$ cat src/inc/afi_pkg.sv
package afi_pkg;

  ////////////////////////////////////////////////////////////////////////////
  // command opcodes and task-file fields
  localparam logic [7:0] OP_FLUSH_EXT = 8'hEA;
  localparam logic [7:0] OP_FORMAT = 8'h50;
  localparam logic [7:0] OP_IDENTIFY = 8'hEC;
  localparam int DH_LBA_BIT = 6;
  localparam logic [8:0] FMT_ZERO_COUNT = 9'h100;

  ////////////////////////////////////////////////////////////////////////////
  // data path
  localparam int WORD_W = 16;
  localparam int FIFO_DEPTH = 8;
  localparam logic [7:0] LAST_WORD = 8'hFF;
  localparam logic [15:0] FILL_PATTERN = 16'hFFFF;

  ////////////////////////////////////////////////////////////////////////////
  // identify block words
  localparam logic [15:0] ID_W0_FIXED = 16'h045A;
  localparam logic [15:0] ID_W0_REMOV = 16'h848A;
  localparam logic [15:0] ID_W5 = 16'h0200;
  localparam logic [15:0] ID_W20 = 16'h0002;
  localparam logic [15:0] ID_W21 = 16'h0001;
  localparam logic [15:0] ID_W22 = 16'h0004;
  localparam logic [15:0] ID_W47 = 16'h8001;
  localparam logic [15:0] ID_W49 = 16'h0F00;
  localparam logic [15:0] ID_W50 = 16'h4001;
  localparam logic [15:0] ID_W51 = 16'h0200;
  localparam logic [15:0] ID_W53 = 16'h0007;
  localparam logic [7:0] ID_W59_HI = 8'h01;
  localparam logic [7:0] ID_SERIAL_FIRST = 8'h0A;
  localparam logic [7:0] ID_SERIAL_LAST = 8'h13;
  localparam logic [7:0] ID_FW_FIRST = 8'h17;
  localparam logic [7:0] ID_FW_LAST = 8'h1A;
  localparam logic [7:0] ID_MODEL_FIRST = 8'h1B;
  localparam logic [7:0] ID_MODEL_LAST = 8'h2E;

  ////////////////////////////////////////////////////////////////////////////
  // carriers and states
  typedef struct packed {
    logic [7:0] opcode;
    logic [7:0] sector_count;
    logic [7:0] sector_num;
    logic [7:0] cyl_low;
    logic [7:0] cyl_high;
    logic [7:0] dev_head;
  } afi_tf_s;

  typedef struct packed {
    logic [47:0] lba;
    logic fill;
  } afi_media_s;

  typedef enum {
    ST_IDLE, ST_FL_ISSUE, ST_FL_WAIT, ST_FMT_DATA, ST_FMT_ISSUE, ST_FMT_WAIT, ST_ID_SEND, ST_ID_DRAIN
  } afi_state_e;

endpackage

$ cat src/design/afi_cmd.sv
// Contract
// - flush-ext EAh commits every dirty cached sector to media except one that failed in an earlier flush
// - busy_flag stays set until flush finishes or fails
// - successful flush completes with ready_flag and seek_complete_flag set
// - flush-ext with flush_ext_en_pin held low aborts the command
// - write error aborts flush and reports failing 48-bit sector address
// - next flush resumes at sector after the failed one
// - format 50h fills selected range with the fill pattern
// - format accepts one sector of write data and discards it
// - LBA format count comes from sector count, zero meaning 256
// - format start: head/LBA27:24, cyl high LBA23:16, cyl low LBA15:8
// - identify ECh returns parameter block via read data-in protocol
// - reserved identify bits and words read as zero
// - word 0 is 045Ah fixed, 848Ah when configured removable
// - words 7-8 hold total sectors, high word first
// - words 10-19 hold 20-byte right-justified ASCII serial
// - firmware 23-26 and model 27-46 ASCII, first char high byte
// - word 47 reports 8001h
// - word 49 advertises DMA, LBA, flow control; word 51 PIO mode 2
// - word 53 returns 0007h
// - words 57-58 capacity low word first; 60-61 total LBA sectors
// - word 59 shows multiple setting; word 62 reads zero

////////////////////////////////////////////////////////////////////////////////
module afi_fifo
  import afi_pkg::*;
#(
  parameter int W = WORD_W,
  parameter int D = FIFO_DEPTH
) (
  input wire logic clk,
  input wire logic rst,
  input wire logic in_valid,
  output logic in_ready,
  input wire logic [W-1:0] in_data,
  output logic out_valid,
  input wire logic out_ready,
  output logic [W-1:0] out_data
);
  localparam int AW = $clog2(D);
  localparam int CW = AW + 1;
  localparam logic [CW-1:0] FULL_CNT = CW'(D);

  logic [W-1:0] mem [D];
  logic [AW-1:0] wp_ff, nxt_wp, rp_ff, nxt_rp;
  logic [CW-1:0] cnt_ff, nxt_cnt;
  logic push, pop;

  assign in_ready = (cnt_ff != FULL_CNT);
  assign out_valid = (cnt_ff != '0);
  assign out_data = mem[rp_ff];

  always_comb begin
    push = in_valid && in_ready;
    pop = out_valid && out_ready;
    nxt_wp = push ? AW'(wp_ff + 1'b1) : wp_ff;
    nxt_rp = pop ? AW'(rp_ff + 1'b1) : rp_ff;
    nxt_cnt = CW'(cnt_ff + CW'(push) - CW'(pop));
  end

  always_ff @(posedge clk) begin
    if (rst) begin
      wp_ff <= '0;
      rp_ff <= '0;
      cnt_ff <= '0;
    end else begin
      wp_ff <= nxt_wp;
      rp_ff <= nxt_rp;
      cnt_ff <= nxt_cnt;
    end
    if (push) begin
      mem[wp_ff] <= in_data;
    end
  end
endmodule

////////////////////////////////////////////////////////////////////////////////
module afi_cmd
  import afi_pkg::*;
#(
  parameter logic [31:0] TOTAL_SECTORS = 32'h0010_0000,
  parameter logic [15:0] CYLINDERS = 16'h0400,
  parameter logic [15:0] HEADS = 16'h0010,
  parameter logic [15:0] SECTORS_PER_TRACK = 16'h003F,
  parameter logic [159:0] SERIAL_STR = "          0000000001",
  parameter logic [63:0] FW_STR = "REV00001",
  parameter logic [319:0] MODEL_STR = "                           SOLIDSTATE1"
) (
  input wire logic core_clk,
  input wire logic rst,
  input wire logic cmd_valid,
  input wire afi_tf_s cmd_tf,
  input wire logic flush_ext_en_pin,
  input wire logic removable_cfg_pin,
  input wire logic [7:0] mult_setting,
  output logic busy_flag,
  output logic ready_flag,
  output logic seek_complete_flag,
  output logic error_flag,
  output logic abort_flag,
  output logic cmd_done,
  output logic [47:0] err_lba,
  input wire logic cache_dirty,
  input wire logic [47:0] cache_first_lba,
  input wire logic [47:0] cache_last_lba,
  output logic cache_clean,
  output logic media_req_valid,
  output afi_media_s media_req,
  input wire logic media_ack,
  input wire logic media_err,
  input wire logic wr_valid,
  input wire logic [15:0] wr_data,
  output logic wr_ready,
  output logic rd_valid,
  output logic [15:0] rd_data,
  input wire logic rd_ready
);

  ////////////////////////////////////////////////////////////////////////////
  // pin synchronisers
  logic [1:0] flush_en_sync_ff, removable_sync_ff;

  always_ff @(posedge core_clk) begin
    if (rst) begin
      flush_en_sync_ff <= '0;
      removable_sync_ff <= '0;
    end else begin
      flush_en_sync_ff <= {flush_en_sync_ff[0], flush_ext_en_pin};
      removable_sync_ff <= {removable_sync_ff[0], removable_cfg_pin};
    end
  end

  ////////////////////////////////////////////////////////////////////////////
  // identify block: words 63 and up are outside this block and read zero
  function automatic logic [15:0] id_word(input logic [7:0] idx, input logic removable, input logic [7:0] mult);
    logic [15:0] w;
    w = 16'h0000;
    if (idx >= ID_SERIAL_FIRST && idx <= ID_SERIAL_LAST) begin
      w = SERIAL_STR[159 - 16 * int'(idx - ID_SERIAL_FIRST) -: 16];
    end else if (idx >= ID_FW_FIRST && idx <= ID_FW_LAST) begin
      w = FW_STR[63 - 16 * int'(idx - ID_FW_FIRST) -: 16];
    end else if (idx >= ID_MODEL_FIRST && idx <= ID_MODEL_LAST) begin
      w = MODEL_STR[319 - 16 * int'(idx - ID_MODEL_FIRST) -: 16];
    end else begin
      unique case (idx)
        8'h00: w = removable ? ID_W0_REMOV : ID_W0_FIXED;
        8'h01: w = CYLINDERS;
        8'h03: w = HEADS;
        8'h05: w = ID_W5;
        8'h06: w = SECTORS_PER_TRACK;
        8'h07: w = TOTAL_SECTORS[31:16];
        8'h08: w = TOTAL_SECTORS[15:0];
        8'h14: w = ID_W20;
        8'h15: w = ID_W21;
        8'h16: w = ID_W22;
        8'h2F: w = ID_W47;
        8'h31: w = ID_W49;
        8'h32: w = ID_W50;
        8'h33: w = ID_W51;
        8'h35: w = ID_W53;
        8'h36: w = CYLINDERS;
        8'h37: w = HEADS;
        8'h38: w = SECTORS_PER_TRACK;
        8'h39: w = TOTAL_SECTORS[15:0];
        8'h3A: w = TOTAL_SECTORS[31:16];
        8'h3B: w = {ID_W59_HI, mult};
        8'h3C: w = TOTAL_SECTORS[15:0];
        8'h3D: w = TOTAL_SECTORS[31:16];
        default: w = 16'h0000;
      endcase
    end
    return w;
  endfunction

  ////////////////////////////////////////////////////////////////////////////
  // command engine
  afi_state_e state_ff, nxt_state;
  logic [47:0] lba_ff, nxt_lba, last_ff, nxt_last, resume_ff, nxt_resume, err_lba_ff, nxt_err_lba;
  logic resume_valid_ff, nxt_resume_valid;
  logic [8:0] left_ff, nxt_left;
  logic [7:0] word_ff, nxt_word;
  logic busy_ff, nxt_busy, rdy_ff, nxt_rdy, dsc_ff, nxt_dsc, err_ff, nxt_err, abrt_ff, nxt_abrt;
  logic done_ff, nxt_done, clean_ff, nxt_clean, mreq_v_ff, nxt_mreq_v, wr_ready_ff, nxt_wr_ready;
  afi_media_s mreq_ff, nxt_mreq;
  logic fifo_in_valid, fifo_in_ready, fifo_out_valid, fifo_out_ready, drained;
  logic [15:0] fifo_in_data, fifo_out_data;
  logic [47:0] fmt_start;
  logic [8:0] fmt_count;
  logic [47:0] flush_start;
  logic rd_valid_ff;

  always_comb begin
    fmt_start = {20'h00000, cmd_tf.dev_head[3:0], cmd_tf.cyl_high, cmd_tf.cyl_low, 8'h00};
    if (cmd_tf.dev_head[DH_LBA_BIT]) begin
      fmt_count = (cmd_tf.sector_count == 8'h00) ? FMT_ZERO_COUNT : {1'b0, cmd_tf.sector_count};
    end else begin
      fmt_count = SECTORS_PER_TRACK[8:0];
    end
    flush_start = resume_valid_ff ? 48'(resume_ff + 48'h1) : cache_first_lba;
    fifo_in_valid = (state_ff == ST_ID_SEND);
    fifo_in_data = id_word(word_ff, removable_sync_ff[1], mult_setting);
    drained = !fifo_out_valid && !rd_valid_ff;

    nxt_state = state_ff;
    nxt_lba = lba_ff;
    nxt_last = last_ff;
    nxt_resume = resume_ff;
    nxt_resume_valid = resume_valid_ff;
    nxt_err_lba = err_lba_ff;
    nxt_left = left_ff;
    nxt_word = word_ff;
    nxt_busy = busy_ff;
    nxt_rdy = rdy_ff;
    nxt_dsc = dsc_ff;
    nxt_err = err_ff;
    nxt_abrt = abrt_ff;
    nxt_done = 1'b0;
    nxt_clean = 1'b0;
    nxt_mreq_v = 1'b0;
    nxt_mreq = mreq_ff;
    nxt_wr_ready = wr_ready_ff;

    unique case (state_ff)
      ST_IDLE: begin
        // commands arriving while busy are ignored, the host must wait
        if (cmd_valid) begin
          nxt_busy = 1'b1;
          nxt_rdy = 1'b0;
          nxt_dsc = 1'b0;
          nxt_err = 1'b0;
          nxt_abrt = 1'b0;
          unique case (cmd_tf.opcode)
            OP_FLUSH_EXT: begin
              if (!flush_en_sync_ff[1]) begin
                nxt_busy = 1'b0;
                nxt_rdy = 1'b1;
                nxt_err = 1'b1;
                nxt_abrt = 1'b1;
                nxt_done = 1'b1;
              end else if (!cache_dirty || (flush_start > cache_last_lba)) begin
                nxt_busy = 1'b0;
                nxt_rdy = 1'b1;
                nxt_dsc = 1'b1;
                nxt_done = 1'b1;
                nxt_resume_valid = 1'b0;
              end else begin
                nxt_lba = flush_start;
                nxt_last = cache_last_lba;
                nxt_state = ST_FL_ISSUE;
              end
            end
            OP_FORMAT: begin
              nxt_lba = fmt_start;
              nxt_left = fmt_count;
              nxt_word = 8'h00;
              nxt_wr_ready = 1'b1;
              nxt_state = ST_FMT_DATA;
            end
            OP_IDENTIFY: begin
              nxt_word = 8'h00;
              nxt_state = ST_ID_SEND;
            end
            default: begin
              nxt_busy = 1'b0;
              nxt_rdy = 1'b1;
              nxt_err = 1'b1;
              nxt_abrt = 1'b1;
              nxt_done = 1'b1;
            end
          endcase
        end
      end
      ST_FL_ISSUE, ST_FMT_ISSUE: begin
        nxt_mreq_v = 1'b1;
        nxt_mreq.lba = lba_ff;
        nxt_mreq.fill = (state_ff == ST_FMT_ISSUE);
        nxt_state = (state_ff == ST_FL_ISSUE) ? ST_FL_WAIT : ST_FMT_WAIT;
      end
      ST_FL_WAIT, ST_FMT_WAIT: begin
        if (media_ack) begin
          if (media_err) begin
            nxt_busy = 1'b0;
            nxt_rdy = 1'b1;
            nxt_err = 1'b1;
            nxt_abrt = 1'b1;
            nxt_err_lba = lba_ff;
            nxt_done = 1'b1;
            nxt_state = ST_IDLE;
            if (state_ff == ST_FL_WAIT) begin
              nxt_resume = lba_ff;
              nxt_resume_valid = 1'b1;
            end
          end else if ((state_ff == ST_FL_WAIT) ? (lba_ff == last_ff) : (left_ff == 9'h001)) begin
            nxt_busy = 1'b0;
            nxt_rdy = 1'b1;
            nxt_dsc = 1'b1;
            nxt_done = 1'b1;
            nxt_state = ST_IDLE;
            if (state_ff == ST_FL_WAIT) begin
              nxt_resume_valid = 1'b0;
              nxt_clean = 1'b1;
            end
          end else begin
            nxt_lba = 48'(lba_ff + 48'h1);
            nxt_left = 9'(left_ff - 9'h001);
            nxt_state = (state_ff == ST_FL_WAIT) ? ST_FL_ISSUE : ST_FMT_ISSUE;
          end
        end
      end
      ST_FMT_DATA: begin
        // the buffer contents are dropped, only the word count matters
        if (wr_valid && wr_ready_ff) begin
          nxt_word = 8'(word_ff + 8'h01);
          if (word_ff == LAST_WORD) begin
            nxt_wr_ready = 1'b0;
            nxt_state = ST_FMT_ISSUE;
          end
        end
      end
      ST_ID_SEND: begin
        if (fifo_in_ready) begin
          nxt_word = 8'(word_ff + 8'h01);
          if (word_ff == LAST_WORD) begin
            nxt_state = ST_ID_DRAIN;
          end
        end
      end
      ST_ID_DRAIN: begin
        // busy holds until the host has taken the last word
        if (drained) begin
          nxt_busy = 1'b0;
          nxt_rdy = 1'b1;
          nxt_dsc = 1'b1;
          nxt_done = 1'b1;
          nxt_state = ST_IDLE;
        end
      end
    endcase
  end

  always_ff @(posedge core_clk) begin
    if (rst) begin
      state_ff <= ST_IDLE;
      lba_ff <= '0;
      last_ff <= '0;
      resume_ff <= '0;
      resume_valid_ff <= 1'b0;
      err_lba_ff <= '0;
      left_ff <= '0;
      word_ff <= '0;
      busy_ff <= 1'b0;
      rdy_ff <= 1'b1;
      dsc_ff <= 1'b1;
      err_ff <= 1'b0;
      abrt_ff <= 1'b0;
      done_ff <= 1'b0;
      clean_ff <= 1'b0;
      mreq_v_ff <= 1'b0;
      mreq_ff <= '0;
      wr_ready_ff <= 1'b0;
    end else begin
      state_ff <= nxt_state;
      lba_ff <= nxt_lba;
      last_ff <= nxt_last;
      resume_ff <= nxt_resume;
      resume_valid_ff <= nxt_resume_valid;
      err_lba_ff <= nxt_err_lba;
      left_ff <= nxt_left;
      word_ff <= nxt_word;
      busy_ff <= nxt_busy;
      rdy_ff <= nxt_rdy;
      dsc_ff <= nxt_dsc;
      err_ff <= nxt_err;
      abrt_ff <= nxt_abrt;
      done_ff <= nxt_done;
      clean_ff <= nxt_clean;
      mreq_v_ff <= nxt_mreq_v;
      mreq_ff <= nxt_mreq;
      wr_ready_ff <= nxt_wr_ready;
    end
  end

  ////////////////////////////////////////////////////////////////////////////
  // data-in buffer and output register
  afi_fifo #(.W(WORD_W), .D(FIFO_DEPTH)) u_fifo (
    .clk(core_clk),
    .rst(rst),
    .in_valid(fifo_in_valid),
    .in_ready(fifo_in_ready),
    .in_data(fifo_in_data),
    .out_valid(fifo_out_valid),
    .out_ready(fifo_out_ready),
    .out_data(fifo_out_data)
  );

  logic nxt_rd_valid;
  logic [15:0] rd_data_ff, nxt_rd_data;

  always_comb begin
    // a register stage keeps rd_data off the fifo read mux
    fifo_out_ready = !rd_valid_ff || rd_ready;
    nxt_rd_valid = rd_valid_ff;
    nxt_rd_data = rd_data_ff;
    if (fifo_out_ready) begin
      nxt_rd_valid = fifo_out_valid;
      nxt_rd_data = fifo_out_valid ? fifo_out_data : rd_data_ff;
    end
  end

  always_ff @(posedge core_clk) begin
    if (rst) begin
      rd_valid_ff <= 1'b0;
      rd_data_ff <= '0;
    end else begin
      rd_valid_ff <= nxt_rd_valid;
      rd_data_ff <= nxt_rd_data;
    end
  end

  assign busy_flag = busy_ff;
  assign ready_flag = rdy_ff;
  assign seek_complete_flag = dsc_ff;
  assign error_flag = err_ff;
  assign abort_flag = abrt_ff;
  assign cmd_done = done_ff;
  assign err_lba = err_lba_ff;
  assign cache_clean = clean_ff;
  assign media_req_valid = mreq_v_ff;
  assign media_req = mreq_ff;
  assign wr_ready = wr_ready_ff;
  assign rd_valid = rd_valid_ff;
  assign rd_data = rd_data_ff;

endmodule

$ cat config.mk
export PLATFORM = sky130hd
export DESIGN_NAME = afi_cmd
export DESIGN_NICKNAME = d
export VERILOG_FILES = /design/src/inc/afi_pkg.sv /design/src/design/afi_cmd.sv
export SDC_FILE = /design/constraint.sdc
export NUM_CORES = 1
export LEC_CHECK = 0
export BUFFER_PORTS_ARGS = -buffer_cell sky130_fd_sc_hd__buf_2
export CAP_MARGIN = 5
export CORE_MARGIN = 5
export CORE_UTILIZATION = 45
export DETAILED_ROUTE_END_ITERATION = 10
export PLACE_DENSITY_LB_ADDON = 0.05
export SLEW_MARGIN = 20
export SYNTH_ARGS = -nofsm -noshare
export SYNTH_HDL_FRONTEND = slang
export SYNTH_SLANG_ARGS = --single-unit
$ cat constraint.sdc
create_clock -name core_clk -period 6.06 [get_ports core_clk]
set_clock_uncertainty 0.05 [all_clocks]
set_input_delay 0.909 -clock core_clk [delete_from_list [all_inputs] [get_ports core_clk]]
set_output_delay 0.909 -clock core_clk [all_outputs]
set_load 0.02 [all_outputs]
Yosys cells after proc, flatten, opt, wreduce, memory -nomap -nowiden
Memories as Yosys holds them, arrays and structs flattened. A register that Yosys moved wholly into a read port is not among the register bits.
Cells that the tools add are included.
{"block": "word_totals", "regBits": 314, "romBits": 0, "ram_bits": 128, "inputBits": 178, "wordCells": 251, "memories": 1, "latch_bits": 0}
{"block": "op_classes", "eq_ne": 59, "n_addsub": 14, "shift": 3, "reduce_logical": 41, "n_mul": 0, "n_div": 0, "magnitude_cmp": 7, "n_bitwise": 4, "mux": 98}
{"name": "u_fifo.mem", "words": 8, "word_bits": 16, "rd": 1, "rd_clocked_by_memory_dff": 1, "wr": 1, "line_no": "afi_cmd.sv:44", "rtl": "logic [W-1:0] mem [D];"}
{"operator": "2-to-1 mux 48 bit", "n": 7}
{"operator": "variable part select 335 x 14 -> 16 bit, first input constant", "n": 1}
{"operator": "2-to-1 mux 32 bit", "n": 9}
{"operator": "case mux 16 bit (13 select lines)", "n": 1}
{"operator": "case mux 32 bit (6 select lines)", "n": 1}
{"operator": "case mux 48 bit (2 select lines)", "n": 2}
{"operator": "variable part select 175 x 14 -> 16 bit, first input constant", "n": 1}
{"operator": "equality test 32 x 3 -> 1 bit, second input constant", "n": 5}
{"operator": "adder 48 x 1 -> 48 bit, second input constant", "n": 2}
{"operator": "equality test 32 x 2 -> 1 bit, second input constant", "n": 3}
{"operator": "case mux 32 bit (3 select lines)", "n": 1}
{"operator": "equality test 8 x 6 -> 1 bit, second input constant", "n": 11}
{"operator": "variable part select 79 x 14 -> 16 bit, first input constant", "n": 1}
{"operator": "equality test 32 x 4 -> 1 bit, second input constant", "n": 2}
{"operator": "2-to-1 mux 16 bit", "n": 4}
{"operator": "2-to-1 mux 9 bit", "n": 7}
{"operator": "equality test 48 bit", "n": 1}
{"operator": "> comparator 48 bit", "n": 1}
{"operator": "2-to-1 mux 1 bit", "n": 46}
{"operator": "equality test 32 x 1 -> 1 bit, second input constant", "n": 1}
{"operator": "zero test 32 bit", "n": 1}
{"operator": "2-to-1 mux 8 bit", "n": 4}
{"operator": "!= test 2 bit, second input constant", "n": 14}
{"operator": "equality test 8 x 3 -> 1 bit, second input constant", "n": 3}
{"operator": "other kinds (47)", "n": 97}

Logic depth before layout (Yosys ltp)
Gate-level depths: netlist of run 1.
{"block": "logic_depth", "ltp_word": 9, "depth_mapped": 18, "ltp_nobuf": 16}

Modules after synthesis
From an unflattened synthesis of run 1, not the netlist that was laid out.
{"block": "unflattened", "cells_unflattened": 2563, "hier_area_um2": 22630.5}
{"module": "afi_cmd", "cells_each": 2296, "area_per_inst_um2": 17006.3, "n_inst": 1, "seq_area_each_um2": 5825.6}
{"module": "afi_fifo", "cells_each": 267, "area_per_inst_um2": 5624.1, "n_inst": 1, "seq_area_each_um2": 4103.9}

Worst setup path before layout of run 1
OpenSTA, ideal clock, no wires.
{"block": "synth_timing", "path_kind": "register to register", "startpoint": "register resume_ff[0]", "endpoint": "register last_ff[47]", "slack_ns": 1.687, "arrival_ns": 4.195, "setup_ns": 0.128, "period_less_slack_ns": 4.373, "path_buffers": 2, "t_required_ns": 5.882, "stages_incl_launch_ff": 18, "path_cell_list": "dfxtp_1 ha_1 nand4_1 nor3_1 nand3_1 or3_1 a31oi_1 ha_1 nand4_1 nor4_1 nand3_1 a41oi_1 nor4b_1 o21ai_1 buf_1 buf_2 mux2i_1 nor2_1"}
{"block": "synth_via", "elab_chain_len": 6}
{"element": "from (decl)", "line_no": "afi_cmd.sv:178", "rtl": "logic [47:0] lba_ff, nxt_lba, last_ff, nxt_last, resume_ff, nxt_resume, err_lba_ff, nxt_err_lba;"}
{"element": "from (signal assigned)", "line_no": "afi_cmd.sv:365", "rtl": "resume_ff <= nxt_resume;"}
{"element": "adder 48 x 1 -> 48 bit", "line_no": "afi_cmd.sv:199", "rtl": "flush_start = resume_valid_ff ? 48'(resume_ff + 48'h1) : cache_first_lba;"}
{"element": "2-to-1 mux 48 bit", "line_no": "afi_cmd.sv:199"}
{"element": "> comparator 48 bit", "line_no": "afi_cmd.sv:240", "rtl": "end else if (!cache_dirty || (flush_start > cache_last_lba)) begin"}
{"element": "logical OR 1 bit", "line_no": "afi_cmd.sv:240"}
{"element": "inverter 1 bit (no source line)"}
{"element": "AND reduction 5 bit (no source line)"}
{"element": "to (signal assigned)", "line_no": "afi_cmd.sv:364", "rtl": "last_ff <= nxt_last;"}
{"element": "to (decl)", "line_no": "afi_cmd.sv:178"}
No other way between the ends.
A chain may end at the register's enable or synchronous reset.

Worst setup path in the final report of run 1
{"block": "layout_timing", "startpoint": "register resume_ff[12]", "endpoint": "register lba_ff[29]"}
{"block": "layout_via", "elab_chain_len": 7, "word_cells_on_any_way": 11, "classes_between": "add/sub (1); order compare (1); eq/ne (1); mux (6); reduce/logical (2)"}
{"element": "adder 48 x 1 -> 48 bit *", "line_no": "afi_cmd.sv:199"}
{"element": "2-to-1 mux 48 bit *", "line_no": "afi_cmd.sv:199"}
{"element": "parallel branches: the longest is 5 deep, another holds > comparator 48 bit"}
{"element": "to (signal assigned)", "line_no": "afi_cmd.sv:363", "rtl": "lba_ff <= nxt_lba;"}
{"element": "to (decl)", "line_no": "afi_cmd.sv:178"}
Mark *: on every way between the ends. The select of a mux whose other input is x is not followed.

==> metrics.md, run 1 <==
| Metric | Value |
|---|---|
| Status | finished, final reports clean |
| Grt ovf | 0 |
| VDD IR-drop max | 280 uV |
| Fin crit share | 0.872 |
| Synth async-reset ratio | 0 |
| Arrival @ worst endpoint | 5.67 ns |
| Die ar. | 0.0543 mm2 |
| Final wirelength | 74,400 um |
| Post-CTS resize count | 0 |
| CP Data Required Time | 6.45 ns |
| Placed Area | 0.0244 mm2 |
| Top-area cell type share of the netlist area | 0.269 |
| Setup slack on the worst flop-to-flop path | 0.78 ns |
| Filler Cell Count | 4,736 |
| First-pass GRT wire length | 112,000 um |
| CTS sink cnt | 429 |
| Largest net degree at the start of global routing | 83 |
| Crit Path Category | flop to flop |
| Post-synth top cells | nand2_1, dfxtp_1, a21oi_1 |
| Core box area | 0.0491 mm2 |
| Final Non-Filler Cells | 3,411 |
| H-tree depth | 2 |
| Count leader, synth | nand2_1 |
| Die span in y | 233 um |
| Synthesized area per cell | 8.87 um2 |
| R2r endpoint | lba_ff[29] |
| Final hold viol count | 0 |
| Gpl congestion | 0.911 |
| Post CTS Setup Buffer Count | 0 |
| Aggregate negative setup slack | 0 ns |
| CP max FO | 47 |
| Placed cells | 3,320 |
| Pins Over Slew Limit | 0 |
| Clk Latency, worst-skew pair | 0.59 ns |
| Largest cells by area after synthesis | dfxtp_1, edfxtp_1, nand2_1 |
| Slew @ Worst Pin | 1.09 ns |
| Critical path startpoint category | flop |
| Total GRT Usage | 0.265 |
| Nets | 2,959 |
| Max_slew headroom | 0.267 |
| Pwr dens | 279 mW/mm2 |
| # rows | 81 |
| Hold endpoint | removable_sync_ff[1] |
| Pleak | 0.0101 uW |
| Initial Util | 0.457 |
| Register area | 0.00988 mm2 |
| Reg-to-Reg Start | resume_ff[12] |
| 1st-iter DRT viols | 1,516 |
| Hold Crit Class | flop to flop |
| Ports | 301 |
| Largest area contributor in the netlist | dfxtp_1 |
| Initial antenna violation count | 9 |
| Vias per cell | 5.71 |
| Yosys reg bits | 429 |
| Post-CTS Hold Buffers | 0 |
| Post-synthesis sequential area ratio | 0.441 |
| Crit. End Element | flop |
| Top_reg_cell synth | dfxtp_1 |
| Vias in the first global route | 18,700 |
| Fmax achieved | 0.189 GHz |
| Synthesis-to-layout area growth | 16.3% |
| Yosys synthesis warning count | 0 |
| Layout cells sized above 1 | 0.185 |
| Final min period | 5.28 ns |
| Syn Inst Count | 2,525 |
| Worst-case reg-to-reg path depth | 19 |
| DR vias | 19,500 |
| Post-synth cell types | 87 |
| Final setup vio count | 0 |
| Pre-Repair DR Iteration Count | 5 |
| Detail Route Antenna Nets | 0 |
| Final Instance Area | 0.0261 mm2 |
| Clock transition at path regs | 0.06 ns |
| CTS Buf Count | 48 |
| Mapped cell area | 0.0224 mm2 |
| Worst hold stages | 1 |
| RSZ-0062 raised after global routing | no |
| Syn Nets | 2,778 |
| WL/cell | 21.8 um |
| Die W | 233 um |
| Crit path launch | resume_ff[12] |
| Area of the multi-input gates | 0.0116 mm2 |
| Hold WS | 0.393 ns |
| Root buffer cell | clkbuf_16 |
| Hpwl dp | 53,200 um |
| Max Buffers Root-to-Sink | 3 |
| CTS tree | built |
| Max-cap viol count | 0 |
| Hold Crit Start | removable_sync_ff[0] |
| Post-synth EDFFs | 128 |
| Number of buffers added on ports | 273 |
| DR DRC count | 0 |
-- kinds of logic (layout without fill, tap and decap cells) --
logic type | Yosys count | in the layout | synth area share
fa+ha+maj | 76 | 76 | 0.0427
other cells | 0 | 4 | 0
compound gates | 547 | 547 | 0.153
simple gates | 964 | 964 | 0.197
mux | 116 | 116 | 0.0699
flops | 429 | 429 | 0.441
buf+inv | 269 | 487 | 0.0478
xor+xnor | 124 | 124 | 0.0485
-- metrics by stage --
stage	total power, uW	utilization	setup slack [ns]
detailed placement	4310	0.497	0.852
finish	7280	0.531	0.777
CTS	7360	0.531	0.832
global route	7590	0.531	0.347
floorplan	3940	-	1.69
global placement	4290	0.497	0.962
-- layout by cell type, fill, tap and decap left out, types with 14 or more instances in the layout --
master and instances:
nor4_1 27, a211oi_1 36, xnor2_1 46, buf_4 36
and3_1 18, nand2_1 426, mux4_2 32, nor2_1 224
a31oi_1 18, dfxtp_1 298, o21ai_0 60, xor2_1 78
nand4_1 45, mux2i_1 80, nor3_1 37, edfxtp_1 128
inv_1 81, nand3_1 58, a21oi_1 294, and2_1 14
nor3_2 16, buf_2 272, ha_1 74, clkbuf_16 49
and4_1 15, nand2b_1 16
-- report_power, final --
part	switching, uW	internal (uW)	leakage (uW)
sequential	140	3030	0.00353
clock	1230	1810	0.000801
combinational	605	463	0.00579
-- metal layers --
layer / up-vias / routed length [um] / global-route usage
li1: 9316 / - / -
met1: 9416 / 29600 / 0.325
met2: 596 / 37900 / 0.473
met3: 124 / 4180 / 0.0394
met5: - / 50 / 0
met4: 8 / 2730 / 0.0978
-- flip-flops by register name (all words and copies together) (netlist names), 2 cells and up --
register	cells
rd_data	16
word_ff	8
err_lba	48
removable_sync_ff	2
u_fifo.cnt_ff	4
u_fifo.mem	128
flush_en_sync_ff	2
lba_ff	48
resume_ff	48
state_ff	3
left_ff	9
last_ff	48
u_fifo.wp_ff	3
media_req	49
u_fifo.rp_ff	3
-- critical path, stage by stage, from the launching register on --
cell and delay (ns):
dfxtp_1 0.43, nand4_1 0.28, nor4_2 0.35, buf_4 0.22, nand3_1 0.22, or3_1 0.36, a31oi_1 0.36, ha_1 0.23
nand4_1 0.23, nor4_1 0.52, buf_4 0.24, nand3_1 0.08, buf_4 0.18, a41oi_1 0.20, nor4b_1 0.09, buf_4 0.18
o31a_2 0.37, buf_12 0.20, mux2i_1 0.19, o21ai_1 0.07
-- worst max path at each step --
stage	end	slack, ns
2_1_floorplan	last_ff[47]	1.69
3_3_place_gp	lba_ff[21]	0.96
3_5_place_dp	lba_ff[11]	0.85
4_1_cts	lba_ff[11]	0.83
5_1_grt	u_fifo.mem[4][12]	0.35
6_report	lba_ff[29]	0.78
-- cell type report --
type | count | share of cell area
multi-input combinational | 1827 | 0.445
timing repair buffer | 315 | 0.0678
antenna | 4 | 0.000384
clock buffer | 66 | 0.0525
tap | 664 | 0.0319
clock inverter | 21 | 0.0108
sequential | 429 | 0.379
inverter | 85 | 0.0122
No activity file was read; power rests on OpenSTA's default activity.
==> inputs of run 2 (changes only) <==
--- a/config.mk
+++ b/config.mk
@@ -7,7 +7,7 @@
 export LEC_CHECK = 0
 export BUFFER_PORTS_ARGS = -buffer_cell sky130_fd_sc_hd__buf_2
 export CAP_MARGIN = 5
-export CORE_MARGIN = 5
+export CORE_MARGIN = 2
 export CORE_UTILIZATION = 45
 export DETAILED_ROUTE_END_ITERATION = 10
 export PLACE_DENSITY_LB_ADDON = 0.05
==> run 2 against run 1 <==
  * Critical path depth did not move
  * Die area fell by 5.1%
  * Sequential cell count did not move
  * Power fell by 2.7%
  * First-iteration DRC count fell by 0.33%
  * Clock-buffer cell count rose by 6
  * Final area fell by 1.1%
  * Combinational power barely moved
  * Cell count fell by 0.38%
  * Core utilization fell by 0.56 points
  * Non-clock buffer count fell by 14
==> metrics.md, run 2 (same netlist as run 1, synthesis figures left out) <==
| Metric | Value |
|---|---|
| Crit path buffers/inverters | 4 |
| Max-cap viol count | 0 |
| Final wirelength | 73,000 um |
| Met1 Track Usage GR | 0.338 |
| CP max FO | 47 |
| Final setup vio count | 0 |
| Final min period | 5.63 ns |
| Met3 Use GR | 0.0398 |
| Post CTS Setup Buffer Count | 0 |
| Clock transition at path regs | 0.06 ns |
| Arrival @ worst endpoint | 6.01 ns |
| Die W | 227 um |
| Final hold viol count | 0 |
| Most common cell after layout, fill and taps aside | nand2_1 |
| Final core occ | 0.526 |
| Clk pwr share | 0.402 |
| Max_slew headroom | 0.263 |
| Initial antenna violation count | 7 |
| Pins Over Slew Limit | 0 |
| M2 GR Usage | 0.497 |
| Largest stage delay, worst path | 0.60 ns |
| Aggregate negative setup slack | 0 ns |
| Status | finished, final reports clean |
| Initial Util | 0.457 |
| # rows | 81 |
| Hpwl dp | 51,400 um |
| Hold WS | 0.394 ns |
| Sw frac | 0.277 |
| Gr busiest metal | met2 |
| Grt ovf | 0 |
| Die ar. | 0.0516 mm2 |
| Slew @ Worst Pin | 1.10 ns |
| Detail Route Antenna Nets | 0 |
| 1st-iter DRT viols | 1,511 |
| Pre-Repair DR Iteration Count | 5 |
| Gpl congestion | 0.955 |
| Master of the slowest instance on the critical path | nor4_2 |
| Clk Latency, worst-skew pair | 0.60 ns |
| First-pass GRT wire length | 109,000 um |
| Max FFs per register | 128 |
| CTS sink cnt | 429 |
| DR DRC count | 0 |
| Crit Path Category | flop to flop |
| Post-CTS resize count | 0 |
| Synthesis-to-layout area growth | 15.1% |
| Power Internal | 5120 uW |
| Pwr dens | 275 mW/mm2 |
| DR vias | 19,500 |
| Crit path top cell by count | buf_4 |
| Die span in y | 227 um |
| Critical path startpoint category | flop |
| Largest register by flop count | u_fifo.mem |
| Nets | 2,945 |
| Switching power of the nets | 1960 uW |
| WL/cell | 21.5 um |
| Root buffer cell | clkbuf_16 |
| Largest net degree at the start of global routing | 203 |
| Max Buffers Root-to-Sink | 3 |
| Fin crit share | 0.928 |
| Crit. End Element | flop |
| Pleak | 0.00998 uW |
| Critical path's top delay family | simple AND/OR/NAND/NOR gates |
| Vias in the first global route | 18,500 |
| VDD IR-drop max | 259 uV |
| RSZ-0062 raised after global routing | no |
| CP Data Required Time | 6.45 ns |
| Total GRT Usage | 0.278 |
| Ports | 301 |
| Vias per cell | 5.73 |
| Layout cells sized above 1 | 0.178 |
| Core box area | 0.0491 mm2 |
| Post-CTS Hold Buffers | 0 |
| Number of buffers added on ports | 273 |
| H-tree depth | 2 |
| Setup slack on the worst flop-to-flop path | 0.43 ns |
| Combinational Power Share | 0.150 |
| Hold Crit Class | flop to flop |
| CP Cell Sequence | nand4_1 -> nor4_2 -> buf_4 -> nand3_1 -> nor2_1 -> xor2_1 -> mux2_2 -> ha_1 -> nand4_1 -> nor4_2 -> buf_4 -> nand3_1 -> a41oi_1 -> nor4b_1 -> buf_4 -> o31a_2 -> buf_4 -> mux2i_1 -> o21ai_1 |
| Filler Cell Count | 4,713 |
| Commonest non-fill, non-tap cells in the layout | nand2_1, dfxtp_1, a21oi_1 |
| Sequential Power Share | 0.449 |
| CTS tree | built |
| CTS Buf Count | 48 |
| Fmax achieved | 0.178 GHz |
## run 2: area by class of cell
class / count / area, um2 / area share
inverters: 85 / 319 / 0.0124
well taps: 664 / 831 / 0.0322
clock inverters: 17 / 170 / 0.00660
clock buffers: 72 / 1340 / 0.0520
diodes: 3 / 7.51 / 0.000291
multi-input cells: 1827 / 11600 / 0.450
repair buffers: 301 / 1620 / 0.0630
flip-flops and latches: 429 / 9880 / 0.383
## run 2: layer usage
| metal | part of all wire | vias to the layer above |
|---|---|---|
| met5 | 0.00063 | - |
| met2 | 0.50 | 592 |
| met1 | 0.40 | 9452 |
| li1 | - | 9287 |
| met3 | 0.056 | 131 |
| met4 | 0.035 | 8 |
## run 2: worst paths after layout
| kind | startpoint | cells past startpoint | endpoint |
|---|---|---|---|
| setup / recovery | resume_ff[12] | 19 | lba_ff[31] |
| setup reg to reg | resume_ff[12] | 19 | lba_ff[31] |
| hold reg to reg | removable_sync_ff[0] | 1 | removable_sync_ff[1] |
| hold / removal | removable_sync_ff[0] | 1 | removable_sync_ff[1] |
## run 2: power by group through the flow
stage	clock network (uW)	registers, uW	logic [uW]
floorplan	0	3210	728
detailed placement	0	3240	1070
CTS	2910	3180	1070
global placement	0	3240	1050
global route	3010	3190	1170
finish	2840	3180	1060
## run 2: through the flow
stage	worst slack (ns)	instance area (um2)	instances	total power [uW]
6_report	0.434	25800	3398	7080
5_1_grt	0.121	25800	3396	7370
4_1_cts	0.260	25800	3395	7160
3_5_place_dp	0.257	24200	3306	4310
3_3_place_gp	0.425	24200	3306	4290
2_1_floorplan	1.69	22400	2525	3940
